--- src/rtl/dlc_cfg.svh ---
// Offsets, field positions, codes and reset values of the delay-lock register bank.
// Assumes byte-wide registers behind the serial configuration port.
`ifndef DLC_CFG_SVH
`define DLC_CFG_SVH

// ****************************************
// Register offsets
// ****************************************
`define DLC_ADDR_CTRL     8'h33
`define DLC_ADDR_BIAS     8'h36
`define DLC_ADDR_DEC      8'h38
`define DLC_ADDR_DLYLO    8'h39
`define DLC_ADDR_DLYHI    8'h3A

// ****************************************
// Field positions
// ****************************************
`define DLC_CTRL_SLOPE    6
`define DLC_CTRL_MODE_LO  4
`define DLC_CTRL_CAPT     3
`define DLC_CTRL_EN       0
`define DLC_BIAS_PD       7
`define DLC_DLY_LSB       7
`define DLC_DIR_LO        5

// ****************************************
// Field codes and limits
// ****************************************
`define DLC_DIR_DOWN      2'h0
`define DLC_DIR_UP        2'h1
`define DLC_DIR_BOTH      2'h2
`define DLC_MODE_ST       2'h0
`define DLC_MODE_TRACK    2'h1
`define DLC_MODE_SEARCH   2'h2
`define DLC_PHASE_MAX     5'h10
`define DLC_DELAY_MAX     9'h1AF

// ****************************************
// Reset values and writable masks
// ****************************************
`define DLC_RST_CTRL      8'h40
`define DLC_RST_BIAS      8'h00
`define DLC_RST_DEC       8'h00
`define DLC_RST_DLYLO     8'h4E
`define DLC_RST_DLYHI     8'h6C
`define DLC_MASK_BIAS     8'h83
`define DLC_MASK_DEC      8'h03

`endif

--- src/rtl/dlc_pkg.sv ---
// Types shared by the delay-lock register bank and its loop controller.
// Assumes nothing beyond a SystemVerilog compiler.
package dlc_pkg;

  // ****************************************
  // Loop controller states
  // ****************************************
  typedef enum logic [1:0] {
    DLC_ST_IDLE,
    DLC_ST_SEARCH,
    DLC_ST_TRACK,
    DLC_ST_HOLD
  } dlc_state_type;

endpackage : dlc_pkg

--- src/rtl/dlc_regs.sv ---
// Delay-lock, bias and decoder configuration registers with the loop controller.
// Assumes a byte register port from the serial configuration engine, and a
// phase detector giving one measurement per phase_valid pulse.
//
// Behaviour
// - Delay is nine bits: LSB at bit 7 of low register, rest in high register.
// - The lock search begins at the programmed delay value.
// - In manual mode, delay writes set the delay line value.
// - In tracking mode, reading the delay returns the sampled value.
// - Direction code: 00 down, 01 up, 10 both ways, 11 invalid.
// - Target phase above 16 never locks; software keeps it at most 16.
// - In search, at the target phase, measurement slope is compared with the set polarity.
// - Bias register bit 7 set powers the converter down.
// - Roll-off code: 00 bypass, 01 narrow, 10 medium, 11 widest.
// - Decoder code: 00 normal, 01 return-to-zero, 10 mix, 11 invalid.
// - Mode code: 00 search then track, 01 track, 10 search, 11 invalid.
// - Capture bit rising latches locked delay and phase for readback.
// - Loop enable 0 is manual mode, 1 is automatic operation.
// - Slope bit 0 demands negative slope, 1 positive slope.
`timescale 1ns/100ps
`include "dlc_cfg.svh"

module dlc_regs
  import dlc_pkg::*;
#(
  parameter int DW = 9,
  parameter int PW = 5
) (
  input  wire logic          clk,
  input  wire logic          rst_b,
  input  wire logic          reg_wr_en,
  input  wire logic          reg_rd_en,
  input  wire logic [7:0]    reg_addr,
  input  wire logic [7:0]    reg_wdata,
  output logic      [7:0]    reg_rdata_ff,
  input  wire logic          phase_valid,
  input  wire logic [PW-1:0] phase_meas,
  output logic      [DW-1:0] delay_tap_value,
  output logic               loop_locked,
  output logic               converter_power_down,
  output logic      [1:0]    mirror_rolloff_select,
  output logic      [1:0]    decoder_mode
);

  logic [7:0]    ctrl_ff;
  logic [7:0]    bias_ff;
  logic [7:0]    dec_ff;
  logic [7:0]    dlylo_ff;
  logic [7:0]    dlyhi_ff;
  logic          capt_prev_ff;
  logic [DW-1:0] samp_delay_ff;
  logic [PW-1:0] samp_phase_ff;
  logic [7:0]    nxt_rdata;
  logic          loop_en;
  logic          capt_rise;
  logic [DW-1:0] prog_delay;
  logic [DW-1:0] lock_delay;
  logic [PW-1:0] lock_phase;
  logic [1:0]    mode;
  logic [1:0]    dir;
  logic [PW-1:0] target_phase_code;

  // ****************************************
  // Field decode
  // ****************************************
  assign loop_en           = ctrl_ff[`DLC_CTRL_EN];
  assign mode              = ctrl_ff[`DLC_CTRL_MODE_LO +: 2];
  assign dir               = dlylo_ff[`DLC_DIR_LO +: 2];
  assign target_phase_code = dlylo_ff[PW-1:0];
  assign prog_delay        = {dlyhi_ff, dlylo_ff[`DLC_DLY_LSB]};
  assign capt_rise         = ctrl_ff[`DLC_CTRL_CAPT] & ~capt_prev_ff;

  // ****************************************
  // Control register
  // ****************************************
  always_ff @(posedge clk or negedge rst_b) begin
    if (!rst_b) begin
      ctrl_ff <= `DLC_RST_CTRL;
    end else if (reg_wr_en && reg_addr == `DLC_ADDR_CTRL) begin
      ctrl_ff <= reg_wdata;
    end
  end

  // ****************************************
  // Bias and decoder registers
  // ****************************************
  always_ff @(posedge clk or negedge rst_b) begin
    if (!rst_b) begin
      bias_ff <= `DLC_RST_BIAS;
    end else if (reg_wr_en && reg_addr == `DLC_ADDR_BIAS) begin
      bias_ff <= reg_wdata & `DLC_MASK_BIAS;
    end
  end

  always_ff @(posedge clk or negedge rst_b) begin
    if (!rst_b) begin
      dec_ff <= `DLC_RST_DEC;
    end else if (reg_wr_en && reg_addr == `DLC_ADDR_DEC) begin
      dec_ff <= reg_wdata & `DLC_MASK_DEC;
    end
  end

  assign converter_power_down  = bias_ff[`DLC_BIAS_PD];
  assign mirror_rolloff_select = bias_ff[1:0];
  assign decoder_mode          = dec_ff[1:0];

  // ****************************************
  // Delay, direction and target phase
  // ****************************************
  // The delay bits only take writes in manual mode; the loop owns them otherwise
  always_ff @(posedge clk or negedge rst_b) begin
    if (!rst_b) begin
      dlylo_ff <= `DLC_RST_DLYLO;
    end else if (reg_wr_en && reg_addr == `DLC_ADDR_DLYLO) begin
      dlylo_ff[6:0] <= reg_wdata[6:0];
      if (!loop_en) begin
        dlylo_ff[`DLC_DLY_LSB] <= reg_wdata[`DLC_DLY_LSB];
      end
    end
  end

  always_ff @(posedge clk or negedge rst_b) begin
    if (!rst_b) begin
      dlyhi_ff <= `DLC_RST_DLYHI;
    end else if (reg_wr_en && reg_addr == `DLC_ADDR_DLYHI && !loop_en) begin
      dlyhi_ff <= reg_wdata;
    end
  end

  // ****************************************
  // Lock result capture
  // ****************************************
  always_ff @(posedge clk or negedge rst_b) begin
    if (!rst_b) begin
      capt_prev_ff  <= 1'b0;
      samp_delay_ff <= '0;
      samp_phase_ff <= '0;
    end else begin
      capt_prev_ff <= ctrl_ff[`DLC_CTRL_CAPT];
      if (capt_rise) begin
        samp_delay_ff <= lock_delay;
        samp_phase_ff <= lock_phase;
      end
    end
  end

  // ****************************************
  // Read path
  // ****************************************
  // Unmapped offsets and reserved bias and decoder bits read as zero; control bits 7, 2 and 1 read as written
  always_comb begin
    nxt_rdata = 8'h00;
    case (reg_addr)
      `DLC_ADDR_CTRL:  nxt_rdata = ctrl_ff;
      `DLC_ADDR_BIAS:  nxt_rdata = bias_ff;
      `DLC_ADDR_DEC:   nxt_rdata = dec_ff;
      `DLC_ADDR_DLYLO: begin
        if (loop_en) begin
          nxt_rdata = {samp_delay_ff[0], dir, samp_phase_ff};
        end else begin
          nxt_rdata = dlylo_ff;
        end
      end
      `DLC_ADDR_DLYHI: begin
        nxt_rdata = loop_en ? samp_delay_ff[DW-1:1] : dlyhi_ff;
      end
      default:         nxt_rdata = 8'h00;
    endcase
  end

  always_ff @(posedge clk or negedge rst_b) begin
    if (!rst_b) begin
      reg_rdata_ff <= 8'h00;
    end else if (reg_rd_en) begin
      reg_rdata_ff <= nxt_rdata;
    end
  end

  // ****************************************
  // Loop controller
  // ****************************************
  dlc_loop #(
    .DW (DW),
    .PW (PW)
  ) u_loop (
    .clk           (clk),
    .rst_b         (rst_b),
    .loop_en       (loop_en),
    .mode          (mode),
    .dir           (dir),
    .slope_pos     (ctrl_ff[`DLC_CTRL_SLOPE]),
    .target        (target_phase_code),
    .start_delay   (prog_delay),
    .manual_delay  (prog_delay),
    .phase_valid   (phase_valid),
    .phase_meas    (phase_meas),
    .delay_out_ff  (lock_delay),
    .locked_ff     (loop_locked),
    .lock_phase_ff (lock_phase)
  );

  // Tracking delay is what drives the delay line; read only through a capture
  assign delay_tap_value = lock_delay;

  // ****************************************
  // Checks
  // ****************************************
  chk_delay_write_block: assert property (@(posedge clk) disable iff (!rst_b)
    (reg_wr_en && reg_addr == `DLC_ADDR_DLYHI && loop_en) |=> $stable(dlyhi_ff))
    else $error("delay written while loop enabled");

  chk_manual_delay: assert property (@(posedge clk) disable iff (!rst_b)
    (reg_wr_en && reg_addr == `DLC_ADDR_DLYHI && !loop_en) ##1 !loop_en
      |=> delay_tap_value[DW-1:1] == $past(reg_wdata, 2))
    else $error("manual high delay bits not applied");

  chk_track_read: assert property (@(posedge clk) disable iff (!rst_b)
    (reg_rd_en && reg_addr == `DLC_ADDR_DLYHI && loop_en) |=>
      reg_rdata_ff == $past(samp_delay_ff[DW-1:1]))
    else $error("tracking read did not return the sampled delay");

  chk_capture_edge: assert property (@(posedge clk) disable iff (!rst_b)
    $rose(ctrl_ff[`DLC_CTRL_CAPT]) |=>
      samp_delay_ff == $past(lock_delay) && samp_phase_ff == $past(lock_phase))
    else $error("capture edge did not latch lock result");

  chk_capture_hold: assert property (@(posedge clk) disable iff (!rst_b)
    (ctrl_ff[`DLC_CTRL_CAPT] && capt_prev_ff) |=> $stable(samp_delay_ff))
    else $error("readback changed without a capture edge");

  chk_power_down: assert property (@(posedge clk) disable iff (!rst_b)
    (reg_wr_en && reg_addr == `DLC_ADDR_BIAS) |=>
      converter_power_down == $past(reg_wdata[`DLC_BIAS_PD]) &&
      mirror_rolloff_select == $past(reg_wdata[1:0]))
    else $error("bias write not reflected at outputs");

  chk_decoder_mode: assert property (@(posedge clk) disable iff (!rst_b)
    (reg_wr_en && reg_addr == `DLC_ADDR_DEC) |=> decoder_mode == $past(reg_wdata[1:0]))
    else $error("decoder mode write not reflected");

  chk_mode_track: assert property (@(posedge clk) disable iff (!rst_b)
    (!loop_en ##1 (loop_en && mode == `DLC_MODE_TRACK) [*2]) |->
      u_loop.state_ff == DLC_ST_TRACK)
    else $error("track-only mode did not enter tracking");

  chk_track_up: assert property (@(posedge clk) disable iff (!rst_b)
    (loop_en && u_loop.state_ff == DLC_ST_TRACK && phase_valid && ctrl_ff[`DLC_CTRL_SLOPE]
     && target_phase_code <= `DLC_PHASE_MAX && phase_meas < target_phase_code
     && delay_tap_value != `DLC_DELAY_MAX) |=> delay_tap_value == $past(delay_tap_value) + DW'(1))
    else $error("tracking did not step the delay up");

  chk_lo_write_block: assert property (@(posedge clk) disable iff (!rst_b)
    (reg_wr_en && reg_addr == `DLC_ADDR_DLYLO && loop_en) |=> $stable(dlylo_ff[`DLC_DLY_LSB]))
    else $error("delay low bit written while loop enabled");

  chk_hi_write: assert property (@(posedge clk) disable iff (!rst_b)
    (reg_wr_en && reg_addr == `DLC_ADDR_DLYHI && !loop_en) |=> dlyhi_ff == $past(reg_wdata))
    else $error("manual high delay write not stored");

  chk_dir_write: assert property (@(posedge clk) disable iff (!rst_b)
    (reg_wr_en && reg_addr == `DLC_ADDR_DLYLO) |=>
      dir == $past(reg_wdata[`DLC_DIR_LO +: 2]) && target_phase_code == $past(reg_wdata[PW-1:0]))
    else $error("direction or target phase write not stored");

  chk_manual_read: assert property (@(posedge clk) disable iff (!rst_b)
    (reg_rd_en && reg_addr == `DLC_ADDR_DLYLO && !loop_en) |=> reg_rdata_ff == $past(dlylo_ff))
    else $error("manual read did not return the written low register");

  chk_track_read_lo: assert property (@(posedge clk) disable iff (!rst_b)
    (reg_rd_en && reg_addr == `DLC_ADDR_DLYLO && loop_en) |=>
      reg_rdata_ff == {$past(samp_delay_ff[0]), $past(dir), $past(samp_phase_ff)})
    else $error("tracking low read did not return the sampled values");

  chk_manual_unlocked: assert property (@(posedge clk) disable iff (!rst_b)
    !loop_en |=> !loop_locked)
    else $error("lock reported in manual mode");

  chk_ctrl_write: assert property (@(posedge clk) disable iff (!rst_b)
    (reg_wr_en && reg_addr == `DLC_ADDR_CTRL) |=> loop_en == $past(reg_wdata[`DLC_CTRL_EN]))
    else $error("loop enable write not stored");

  // Reads outside the map must not leak stale data from an earlier access
  chk_unmapped_read: assert property (@(posedge clk) disable iff (!rst_b)
    (reg_rd_en && !(reg_addr inside {`DLC_ADDR_CTRL, `DLC_ADDR_BIAS, `DLC_ADDR_DEC,
                                      `DLC_ADDR_DLYLO, `DLC_ADDR_DLYHI})) |=> reg_rdata_ff == 8'h00)
    else $error("unmapped read did not return zero");

  chk_rdata_hold: assert property (@(posedge clk) disable iff (!rst_b)
    !reg_rd_en |=> $stable(reg_rdata_ff))
    else $error("read data changed without a read");

  cov_lock_search: cover property (@(posedge clk) disable iff (!rst_b)
    loop_en && mode == `DLC_MODE_ST ##[1:1000] $rose(loop_locked));

  cov_both_dir: cover property (@(posedge clk) disable iff (!rst_b)
    loop_en && dir == `DLC_DIR_BOTH ##[1:1000] $rose(loop_locked));

  cov_capture: cover property (@(posedge clk) disable iff (!rst_b)
    loop_locked ##1 capt_rise);

  cov_track_only: cover property (@(posedge clk) disable iff (!rst_b)
    loop_en && mode == `DLC_MODE_TRACK ##[1:20] phase_valid);

  cov_power_down: cover property (@(posedge clk) disable iff (!rst_b)
    $rose(converter_power_down));

endmodule : dlc_regs

--- src/rtl/dlc_loop.sv ---
// Delay-lock loop controller: search from a start delay, then track the target phase.
// Assumes one phase measurement per phase_valid pulse, synchronous to clk.
`timescale 1ns/100ps
`include "dlc_cfg.svh"

module dlc_loop
  import dlc_pkg::*;
#(
  parameter int DW = 9,
  parameter int PW = 5
) (
  input  wire logic          clk,
  input  wire logic          rst_b,
  input  wire logic          loop_en,
  input  wire logic [1:0]    mode,
  input  wire logic [1:0]    dir,
  input  wire logic          slope_pos,
  input  wire logic [PW-1:0] target,
  input  wire logic [DW-1:0] start_delay,
  input  wire logic [DW-1:0] manual_delay,
  input  wire logic          phase_valid,
  input  wire logic [PW-1:0] phase_meas,
  output logic      [DW-1:0] delay_out_ff,
  output logic               locked_ff,
  output logic      [PW-1:0] lock_phase_ff
);

  dlc_state_type state_ff;
  logic [PW-1:0] prev_phase_ff;
  logic          have_prev_ff;
  logic          up_ff;
  logic          target_ok;
  logic          slope_ok;
  logic          hit;
  logic          trk_up;

  // ****************************************
  // Point acceptance
  // ****************************************
  // A target above the limit is never accepted, so the loop cannot lock
  assign target_ok = (target <= `DLC_PHASE_MAX);
  assign slope_ok  = have_prev_ff && ((phase_meas > prev_phase_ff) == slope_pos);
  assign hit       = target_ok && slope_ok && (phase_meas == target);
  assign trk_up    = ((phase_meas < target) == slope_pos);

  // ****************************************
  // Search and track sequencing
  // ****************************************
  always_ff @(posedge clk or negedge rst_b) begin
    if (!rst_b) begin
      state_ff      <= DLC_ST_IDLE;
      delay_out_ff  <= '0;
      locked_ff     <= 1'b0;
      lock_phase_ff <= '0;
      prev_phase_ff <= '0;
      have_prev_ff  <= 1'b0;
      up_ff         <= 1'b0;
    end else if (!loop_en) begin
      state_ff     <= DLC_ST_IDLE;
      delay_out_ff <= manual_delay;
      locked_ff    <= 1'b0;
      have_prev_ff <= 1'b0;
    end else begin
      case (state_ff)
        DLC_ST_IDLE: begin
          delay_out_ff <= start_delay;
          up_ff        <= (dir != `DLC_DIR_DOWN);
          have_prev_ff <= 1'b0;
          // An invalid mode code, or an invalid direction code outside track mode, leaves the loop parked
          if (mode == `DLC_MODE_TRACK) begin
            state_ff <= DLC_ST_TRACK;
          end else if (mode != 2'h3 && dir != 2'h3) begin
            state_ff <= DLC_ST_SEARCH;
          end
        end
        DLC_ST_SEARCH: begin
          if (phase_valid) begin
            prev_phase_ff <= phase_meas;
            have_prev_ff  <= 1'b1;
            if (hit) begin
              locked_ff     <= 1'b1;
              lock_phase_ff <= phase_meas;
              state_ff <= (mode == `DLC_MODE_SEARCH) ? DLC_ST_HOLD : DLC_ST_TRACK;
            end else if (up_ff && delay_out_ff == `DLC_DELAY_MAX) begin
              // End of the line: both-way search turns round at the start point
              up_ff        <= (dir != `DLC_DIR_BOTH);
              delay_out_ff <= start_delay;
              have_prev_ff <= 1'b0;
            end else if (!up_ff && delay_out_ff == '0) begin
              up_ff        <= (dir == `DLC_DIR_BOTH);
              delay_out_ff <= start_delay;
              have_prev_ff <= 1'b0;
            end else if (up_ff) begin
              delay_out_ff <= delay_out_ff + DW'(1);
            end else begin
              delay_out_ff <= delay_out_ff - DW'(1);
            end
          end
        end
        DLC_ST_TRACK: begin
          if (phase_valid) begin
            lock_phase_ff <= phase_meas;
            locked_ff     <= target_ok && (phase_meas == target);
            if (target_ok && phase_meas != target) begin
              if (trk_up && delay_out_ff != `DLC_DELAY_MAX) begin
                delay_out_ff <= delay_out_ff + DW'(1);
              end else if (!trk_up && delay_out_ff != '0) begin
                delay_out_ff <= delay_out_ff - DW'(1);
              end
            end
          end
        end
        DLC_ST_HOLD: begin
          state_ff <= DLC_ST_HOLD;
        end
        default: begin
          state_ff <= DLC_ST_IDLE;
        end
      endcase
    end
  end

  // ****************************************
  // Checks
  // ****************************************
  chk_no_big_lock: assert property (@(posedge clk) disable iff (!rst_b)
    (target > `DLC_PHASE_MAX) [*2] |-> !locked_ff)
    else $error("lock reported with target phase above limit");

  chk_search_start: assert property (@(posedge clk) disable iff (!rst_b)
    $rose(state_ff == DLC_ST_SEARCH) |-> delay_out_ff == $past(start_delay))
    else $error("search did not begin at the start delay");

  chk_down_step: assert property (@(posedge clk) disable iff (!rst_b)
    (loop_en && state_ff == DLC_ST_SEARCH && phase_valid && !hit && !up_ff
     && delay_out_ff != '0) |=> delay_out_ff == $past(delay_out_ff) - DW'(1))
    else $error("downward search did not step down by one");

  chk_slope_lock: assert property (@(posedge clk) disable iff (!rst_b)
    ($rose(locked_ff) && $past(state_ff) == DLC_ST_SEARCH) |->
      $past(have_prev_ff) && (($past(phase_meas) > $past(prev_phase_ff)) == $past(slope_pos)))
    else $error("lock accepted with wrong slope");

  chk_manual_follow: assert property (@(posedge clk) disable iff (!rst_b)
    !loop_en |=> delay_out_ff == $past(manual_delay))
    else $error("manual delay not applied to the delay line");

endmodule : dlc_loop

--- config.mk ---
export PLATFORM = sky130hd
export DESIGN_NAME = dlc_regs
export DESIGN_NICKNAME = d
export VERILOG_FILES = /design/src/rtl/dlc_pkg.sv /design/src/rtl/dlc_regs.sv /design/src/rtl/dlc_loop.sv
export VERILOG_INCLUDE_DIRS = /design/src /design/src/rtl
export SDC_FILE = /design/constraint.sdc
export NUM_CORES = 1
export LEC_CHECK = 0
export BUFFER_PORTS_ARGS = -buffer_cell sky130_fd_sc_hd__buf_2
export CAP_MARGIN = 20
export CORE_ASPECT_RATIO = 1.1
export CORE_MARGIN = 1.5
export CORE_UTILIZATION = 60
export DETAILED_ROUTE_END_ITERATION = 7
export HOLD_SLACK_MARGIN = 0.12
export PLACE_DENSITY = 0.82
export REMOVE_ABC_BUFFERS = 1
export SKIP_LAST_GASP = 1
export SYNTH_ARGS = -nofsm -noshare
export SYNTH_HDL_FRONTEND = slang
export SYNTH_HIERARCHICAL = 1
export SYNTH_SLANG_ARGS = --single-unit
--- constraint.sdc ---
create_clock -name clk -period 3.3 [get_ports clk]
set_input_delay 0.165 -clock clk [delete_from_list [all_inputs] [get_ports clk]]
set_output_delay 0.165 -clock clk [all_outputs]
set_load 0.005 [all_outputs]
; Word level (Yosys, flattened, before mapping)
; Cells that the tools add are included.
[classes]
n_eq_ne = 36
addsub = 2
n_reduce_logical = 33
n_mux = 41
n_bitwise = 3
magnitude_cmp = 3
[op_table]
columns = cell, count
row1 = 9-bit two-way mux, 10
row2 = "8-bit by 6-bit equality test with 1-bit output, second input constant", 5
row3 = 8-bit one-hot mux with 5 select lines, 1
row4 = 9-bit one-hot mux with 3 select lines, 1
row5 = 1-bit logical AND, 16
row6 = 8-bit two-way mux, 2
row7 = 5-bit two-way mux, 3
row8 = 1-bit two-way mux, 14
row9 = "2-bit != test, second input constant", 6
row10 = 2-bit two-way mux, 5
row11 = 5-bit one-hot mux with 2 select lines, 1
row12 = 5-bit AND reduction, 2
row13 = "9-bit by 1-bit adder with 9-bit output, second input constant", 1
row14 = "9-bit equality test, second input constant", 1
row15 = 9-bit logical NOT, 1
row16 = "3-bit by 1-bit != test with 1-bit output, second input constant", 3
row17 = "3-bit != test, second input constant", 3
row18 = "9-bit != test, second input constant", 1
row19 = 9-bit nonzero test, 1
row20 = "9-bit by 1-bit subtractor with 9-bit output, second input constant", 1
row21 = "2-bit equality test, second input constant", 4
row22 = "4-bit by 1-bit != test with 1-bit output, second input constant", 2
row23 = "4-bit by 2-bit != test with 1-bit output, second input constant", 2
row24 = 4-bit AND reduction, 2
row25 = other kinds (19), 30
[totals]
wordCells = 135
regBits = 76
out_inout_bits = 23
inputBits = 26

; Depth between registers and ports, before layout
; Gate-level depths: netlist of run 1.
[logic_depth]
depth_word = 10
ltp_mapped = 10
depth_no_buf = 9

; Hierarchy
; The synthesis of run 1 kept the hierarchy.
[modules_own_cells]
columns = module, area_per_inst_um2, n_inst, cells_each, seq_area_each_um2
row1 = dlc_loop, 2539.9, 1, 307, 600.6
row2 = dlc_regs, 2481.1, 1, 191, 1312.5

; Worst setup path before layout of run 1
; No wires, ideal clock.
[synth_timing]
kind = flip-flop to flip-flop
startpoint = register dlylo_ff[3]
endpoint = register u_loop.delay_out_ff[0]
setup_ps = 125
path_buffers = 1
arrival_time_ps = 2507
setup_slack_ps = 668
t_required_ps = 3175
period_less_slack_ps = 2632
stages_incl_launch_ff = 11
path_cell_list = dfstp_2 inv_1 ha_1 and4_1 nand2b_1 and3_1 or3_1 and3_1 clkbuf_1 nor2_4 mux2_2
[synth_between]
elab_chain_len = 8
elab_cells_between_ends = 20
classes_between = order compare: 2 / eq/ne: 6 / mux: 5 / reduce/logical: 7
[synth_lines]
columns = element, line_no
row1 = start: declaration, dlc_regs.sv:48  ; logic [7:0] dlylo_ff;
row2 = start signal: assignment, dlc_regs.sv:113  ; dlylo_ff <= `DLC_RST_DLYLO;
row3 = start signal: assignment, dlc_regs.sv:115  ; dlylo_ff[6:0] <= reg_wdata[6:0];
row4 = start signal: indexed assignment, dlc_regs.sv:117  ; dlylo_ff[`DLC_DLY_LSB] <= reg_wdata[`DLC_DLY_LSB];
row5 = 5-bit less-than comparator, dlc_loop.sv:44  ; assign trk_up = ((phase_meas < target) == slope_pos);
row6 = 1-bit equality test, dlc_loop.sv:44
row7 = 1-bit logical AND (no line), -
row8 = 9-bit two-way mux, dlc_loop.sv:105  ; if (trk_up && delay_out_ff != `DLC_DELAY_MAX) begin
row9 = 9-bit two-way mux, dlc_loop.sv:104  ; if (target_ok && phase_meas != target) begin
row10 = 9-bit two-way mux, dlc_loop.sv:101  ; if (phase_valid) begin
row11 = 9-bit one-hot mux with 3 select lines, dlc_loop.sv:64  ; case (state_ff)
row12 = 9-bit two-way mux, dlc_loop.sv:58  ; end else if (!loop_en) begin
row13 = end signal: assignment, dlc_loop.sv:60  ; delay_out_ff <= manual_delay;
row14 = end signal: assignment, dlc_loop.sv:66  ; delay_out_ff <= start_delay;
row15 = end signal: assignment, dlc_loop.sv:106  ; delay_out_ff <= delay_out_ff + DW'(1);
row16 = end: declaration, dlc_loop.sv:23  ; output logic [DW-1:0] delay_out_ff,
; Parallel ways exist; a longest one is shown, timed or not. The select of a mux whose other input is x is not followed.
; A chain may end at the register's enable or synchronous reset.

; Final worst setup path of run 1
[layout_timing]
startpoint = register dlylo_ff[2]
endpoint = register u_loop.delay_out_ff[6]
; Same word-level chain as after synthesis.

==> flow_metrics.py, run 1 <==
metrics = {
    "layout": {
        "fin_area_sq_um": 5700,
        "area_delta_synth_final_pct": 13.5,
        "diodes": 0,
        "post_route_cells_drive_above_1_share_pct": 29.1,
        "fin_nets": 594,
    },
    "global_route": {
        "grt_first_pass_wirelength_mm": 22.1,
        "grt_pass1_vias": 4342,
        "track_usage_pct": 31.7,
        "use_met3_pct": 5.09,
        "grt_max_degree": 77,
        "overflow": 0,
        "top_usage_layer": "met2",
        "use_met1_pct": 40.0,
        "met2_usage_pct": 53.7,
        "antenna_found_initial": 0,
    },
    "yosys": {
        "synth_common_cells": "dfrtp_1, mux2_2, inv_1",
        "synth_top_family_by_area": "compound AO/OA/AOI/OAI gates",
        "ys_seq_elements": 76,
        "synth_edf_count": 0,
        "synth_most_common_cell": "dfrtp_1",
        "synth_area_leaders": "dfrtp_1, mux2_2, dfstp_2, mux2i_1, ha_1",
        "synth_area_per_cell_sq_um": 10.1,
        "yosysSeqAreaShare_pct": 38.1,
        "ys_types": 87,
        "synthXorXnorAreaFrac_pct": 1.22,
        "synthCells": 498,
        "async_flop_share_pct": 100,
        "netlist_area_sq_um": 5020,
        "synthSimpleGateAreaFrac_pct": 15.5,
        "synthAdderAreaFrac_pct": 3.99,
        "synth_top_area_share_pct": 33.4,
        "ys_warn_count": 6,
        "synthMuxAreaShare_pct": 17.5,
        "yosysTopAreaCell": "dfrtp_1",
        "synthFlopType": "dfrtp_1",
        "synth_compound_area_share_pct": 18.3,
    },
    "timing": {
        "rsz0062_at_grt": "false",
        "fmax_ghz": 0.334,
        "min_period_over_period_pct": 90.7,
        "period_needed_ps": 2990,
        "skew_ps": 19.2,
        "slew_violations": 0,
        "relSlewSlack_pct": 36.1,
        "hold_viol_final": 0,
        "setup_viol": 0,
        "fin_setup_tns_ps": 0,
        "worst_pin_slew_ps": 958,
    },
    "die": {
        "die_height_um": 98.9,
        "die_x_um": 90.2,
        "start_util_pct": 62.8,
        "num_rows": 34,
        "dieArea_sq_um": 8930,
        "coreArea_sq_um": 8000,
        "ios": 49,
    },
    "worst_setup_path": {
        "crit_arrival_ps": 3250,
        "end_kind": "register",
        "path_cells": "inv_1 -> ha_1 -> and4_1 -> nand2b_1 -> and3_1 -> or3_1 -> and3_1 -> nor2_4 -> mux2_2",
        "cp.required_ps": 3550,
        "cpPeakStageDelay_ps": 560,
        "slowest_stage": "dfstp_2",
        "crit_path_start_kind": "register",
        "path_class": "reg -> reg",
        "crit_buf_inv": 1,
        "path_common_cell": "and3_1",
        "critPathTopFamily": "simple AND/OR/NAND/NOR gates",
        "crit_fanout": 12,
    },
    "clock_network": {
        "clk_latency_ps": 370,
        "cts_root_buffer": "clkbuf_8",
        "clk_pin_slew_worst_paths_ps": 90,
        "cts_setup_buffers": 0,
        "cts_made_buffers": 9,
        "htree_num_levels": 3,
        "cts_buffer_depth": 2,
        "cts_num_sinks": 76,
        "cts_tree": "yes",
    },
    "pwr": {
        "netSwitchingPower_uw": 772,
        "p_int_mw": 1.65,
        "swShare_pct": 31.8,
        "leakagePower_nw": 2.56,
        "seqPwrFrac_pct": 44.2,
        "p_per_area_nw_per_um2": 425,
        "power_frac_clock_pct": 34.4,
        "peakVddDrop_mv": 0.360,
        "p_comb_share_pct": 21.4,
    },
    "drt": {
        "first_iter_violations": 259,
        "dr_total_vias": 4350,
        "avgViaCountPerCell": 6.54,
        "wl_per_cell_um": 20.8,
        "wl_mm": 13.8,
        "ant_nets": 0,
        "drc": 0,
        "first_pass_iters": 5,
    },
    "placement": {
        "io_buffers": 48,
        "placed_area_sq_um": 5320,
        "hpwl_mm": 9.76,
        "place.gp.congestion": 0.967,
    },
    "hold_path": {
        "hold_path_class": "in -> reg",
    },
    "status": {
        "status": "complete, no violations",
    },
    "run": {
        "maxCapViolations": 0,
    },
}
==> layer usage <==
layer | part of all wire [%] | wire length (um)
met1 | 41 | 5710
met2 | 49 | 6840
met3 | 5.7 | 792
met4 | 3.5 | 480
met5 | 0 | 0
==> cell type report <==
class | instances | area (sq um)
multi-input cells | 361 | 2840
fillers | 626 | 2300
flip-flops and latches | 76 | 1910
repair buffers | 73 | 468
well taps | 108 | 135
clock buffers | 9 | 124
inverters | 31 | 116
clock inverters | 7 | 105
==> registers in the layout (all words and copies together) (netlist names) <==
name,count
capt_prev_ff,1
reg_rdata_ff,8
samp_delay_ff,9
u_loop/state_ff,2
bias_ff,3
u_loop/lock_phase_ff,5
dlyhi_ff,8
dlylo_ff,8
u_loop/delay_out_ff,9
u_loop/up_ff,1
u_loop/have_prev_ff,1
dec_ff,2
u_loop/locked_ff,1
ctrl_ff,8
samp_phase_ff,5
u_loop/prev_phase_ff,5
==> worst paths after layout <==
path / end / cells past startpoint / startpoint / slack [ps]
max in group asynchronous: ctrl_ff[4] / 2 / rst_b / 2190
max reg2reg: u_loop/delay_out_ff[6] / 9 / dlylo_ff[2] / 310
max: u_loop/delay_out_ff[6] / 9 / dlylo_ff[2] / 310
min in group asynchronous: u_loop/prev_phase_ff[1] / 2 / rst_b / 470
min reg2reg: capt_prev_ff / 0 / ctrl_ff[3] / 460
min: u_loop/locked_ff / 3 / phase_valid / 160
==> cells in the final DEF, fill, tap and decap left out, types with 5 or more instances in the layout <==
master	Yosys	layout
clkbuf_8	0	9
a21oi_1	23	23
mux2_4	7	7
mux2_2	48	48
nor2_1	24	24
o21ai_0	14	14
a22oi_1	7	7
ha_1	16	16
nand3b_1	5	5
mux2i_1	22	22
nand2_1	27	27
dfstp_2	9	9
o31ai_1	6	6
buf_2	12	47
and3_1	11	11
o21a_1	6	6
inv_1	29	29
dfrtp_1	67	67
buf_4	1	11
nand2b_1	5	5
dlygate4sd3_1	0	15
o211ai_1	7	7
o22ai_1	14	14
nor3_1	12	12
nand3_1	13	13
==> worst register-to-register path: stages (launching register included) <==
cell	delay (ps)
dfstp_2	560
inv_1	50
ha_1	290
and4_1	230
nand2b_1	120
and3_1	310
or3_1	440
and3_1	280
nor2_4	230
mux2_2	370
==> through the flow <==
| stage | std cells | setup slack, ps | power, mW | utilization (%) | hold slack [ps] |
|---|---|---|---|---|---|
| finish | 665 | 308 | 2.42 | 71.3 | 161 |
| CTS | 665 | 328 | 2.42 | 71.3 | 150 |
| global placement | 634 | 414 | 1.56 | 66.5 | 357 |
| detailed placement | 634 | 342 | 1.58 | 66.5 | 360 |
| global route | 665 | 175 | 2.52 | 71.3 | 192 |
| floorplan | 468 | 535 | 1.39 | - | -131 |
==> timing repair <==
item	in CTS	in global routing
hold buffers	15	0
resized for setup	0	0
endpoints found under the hold margin	98	0
==> cell families (layout without fill, tap and decap cells) <==
| group | after synthesis | after routing |
|---|---|---|
| simple gates | 134 | 134 |
| compound gates | 126 | 126 |
| mux | 78 | 78 |
| flops | 76 | 76 |
| buf+inv | 61 | 120 |
| fa+ha+maj | 16 | 16 |
| xor+xnor | 7 | 7 |
==> power by group through the flow <==
stage	combinational, mW	sequential, mW	clock [mW]
after CTS	0.508	1.07	0.842
final	0.520	1.07	0.835
after global placement	0.482	1.08	0
after global routing	0.562	1.08	0.880
after detailed placement	0.492	1.08	0
after floorplan	0.324	1.07	0
Power figures use the tool's default switching activity.
==> run 2: changes to the inputs <==
CTS_BUF_LIST = sky130_fd_sc_hd__clkbuf_4   (was unset)
==> flow_metrics.py, run 2 (synthesized netlist as in run 1, its figures left out) <==
metrics = {
    "status": {
        "status": "complete, no violations",
    },
    "timing": {
        "rsz0062_at_grt": "false",
        "fmax_ghz": 0.332,
        "min_period_over_period_pct": 91.4,
        "period_needed_ps": 3020,
        "fin_setup_tns_ps": 0,
        "hold_viol_final": 0,
        "setup_viol": 0,
        "slew_violations": 0,
        "worst_pin_slew_ps": 953,
        "relSlewSlack_pct": 36.5,
        "skew_ps": 31.5,
        "layout_setup_ws_ps": 284,
    },
    "pwr": {
        "total_power_mw": 2.30,
        "leakagePower_nw": 2.55,
        "peakVddDrop_mv": 0.326,
        "p_per_area_nw_per_um2": 406,
    },
    "worst_setup_path": {
        "critPathTopFamily": "simple AND/OR/NAND/NOR gates",
        "path_class": "reg -> reg",
        "ff2ff_setup_slack_ps": 280,
        "r2r_cells": 9,
        "timing.rr.start": "dlylo_ff[2]",
        "cpPeakStageDelay_ps": 580,
        "crit_arrival_ps": 3360,
        "r2r_end": "u_loop/delay_out_ff[0]",
        "slowest_stage": "dfstp_2",
        "crit_path_start_kind": "register",
        "path_cells": "inv_1 -> ha_1 -> and4_1 -> nand2b_1 -> and3_1 -> or3_1 -> and3_1 -> nor2_4 -> mux2_2",
        "end_kind": "register",
        "cp.required_ps": 3650,
        "path_common_cell": "and3_1",
        "crit_fanout": 12,
        "crit_buf_inv": 1,
    },
    "drt": {
        "ant_nets": 0,
        "dr_total_vias": 4318,
        "first_pass_iters": 5,
        "wl_met1_mm": 5.70,
        "drc": 0,
        "wl_mm": 13.8,
        "highest_layer": "met4",
        "first_iter_violations": 236,
        "dr_wl_met2_mm": 6.79,
        "wl_per_cell_um": 20.8,
        "route.met3.wl_um": 761,
        "avgViaCountPerCell": 6.48,
    },
    "layout": {
        "reg_top3": "samp_delay_ff (9), u_loop/delay_out_ff (9)",
        "post_route_cells_drive_above_1_share_pct": 29.0,
        "fin_nets": 595,
        "stdcell_count": 666,
        "layout_common_cells": "dfrtp_1, mux2_2, buf_2, inv_1, nand2_1",
        "diodes": 0,
        "fin_area_sq_um": 5650,
        "area_delta_synth_final_pct": 12.6,
        "final_common_cell": "dfrtp_1",
    },
    "clock_network": {
        "cts_setup_buffers": 0,
        "clk_latency_ps": 450,
        "cts_hold_buf": 16,
        "cts_tree": "yes",
        "cts_root_buffer": "clkbuf_4",
        "clk_pin_slew_worst_paths_ps": 150,
        "htree_num_levels": 3,
        "cts_buffer_depth": 2,
        "cts_made_buffers": 9,
        "cts_num_sinks": 76,
        "cts_resized": 0,
    },
    "die": {
        "num_rows": 34,
        "start_util_pct": 62.8,
        "ios": 49,
        "die_x_um": 90.2,
        "coreArea_sq_um": 8000,
        "dieArea_sq_um": 8930,
        "die_height_um": 98.9,
    },
    "placement": {
        "pre_cts_slack_ps": 342,
        "placed_area_sq_um": 5320,
        "dp_cells": 634,
        "place.gp.congestion": 0.967,
        "io_buffers": 48,
        "hpwl_mm": 9.76,
    },
    "global_route": {
        "grt_max_degree": 77,
        "track_usage_pct": 31.8,
        "overflow": 0,
        "antenna_found_initial": 0,
        "grt_first_pass_wirelength_mm": 22.2,
        "grt_pass1_vias": 4357,
    },
    "hold_path": {
        "hold_end": "dec_ff[1]",
        "hold_depth": 3,
        "hold_path_class": "in -> reg",
        "hp-start": "reg_wr_en",
    },
    "run": {
        "maxCapViolations": 0,
    },
}
[run 2: cell count changes in the layout (fill, tap and decap cells not counted)]
cell / before / now
dlygate4sd3_1: 15 / 16
clkbuf_8: 9 / 0
clkbuf_4: 0 / 9
[run 2: tightest hold or removal path, delay by kind of cell]
kind / cells / cell delay (ps)
multiplexers: 1 / 170
buffers and inverters: 1 / 140
AND/OR/NAND/NOR: 1 / 130
[run 2: report_power, final]
| group | internal [mW] | total, mW | switching [mW] |
|---|---|---|---|
| Combinational | 0.234 | 0.519 | 0.285 |
| Clock | 0.320 | 0.706 | 0.386 |
| Sequential | 0.980 | 1.07 | 0.0904 |
[run 2: per-stage QoR]
stage | hold WS (ps) | util, %
finish | 194 | 70.7
global route | 185 | 70.7
CTS | 175 | 70.7
detailed placement | 360 | 66.5
global placement | 357 | 66.5
floorplan | -131 | -
[run 2: how the worst max path moves through the flow]
stage                                  end  cells after the start         from  slack [ps]
finish              u_loop/delay_out_ff[0]                      9  dlylo_ff[2]         280
global route        u_loop/delay_out_ff[0]                      9  dlylo_ff[3]         170
CTS                 u_loop/delay_out_ff[0]                      9  dlylo_ff[3]         330
detailed placement  u_loop/delay_out_ff[0]                      9  dlylo_ff[2]         340
global placement    u_loop/delay_out_ff[6]                      9  dlylo_ff[3]         410
floorplan           u_loop/delay_out_ff[0]                      9  dlylo_ff[3]         530
[run 2: area by class of cell]
cell class / count / area (sq um)
multi-input cells: 361 / 2840
fillers: 635 / 2340
flip-flops and latches: 76 / 1910
repair buffers: 74 / 478
well taps: 108 / 135
inverters: 31 / 116
clock inverters: 7 / 105
clock buffers: 9 / 67.6
[run 2: metal layers]
layer,vias to the layer above,GRT usage (%)
met5,-,0
met2,184,53.9
met1,2112,39.3
met4,0,15.4
li1,1968,-
met3,54,5.86
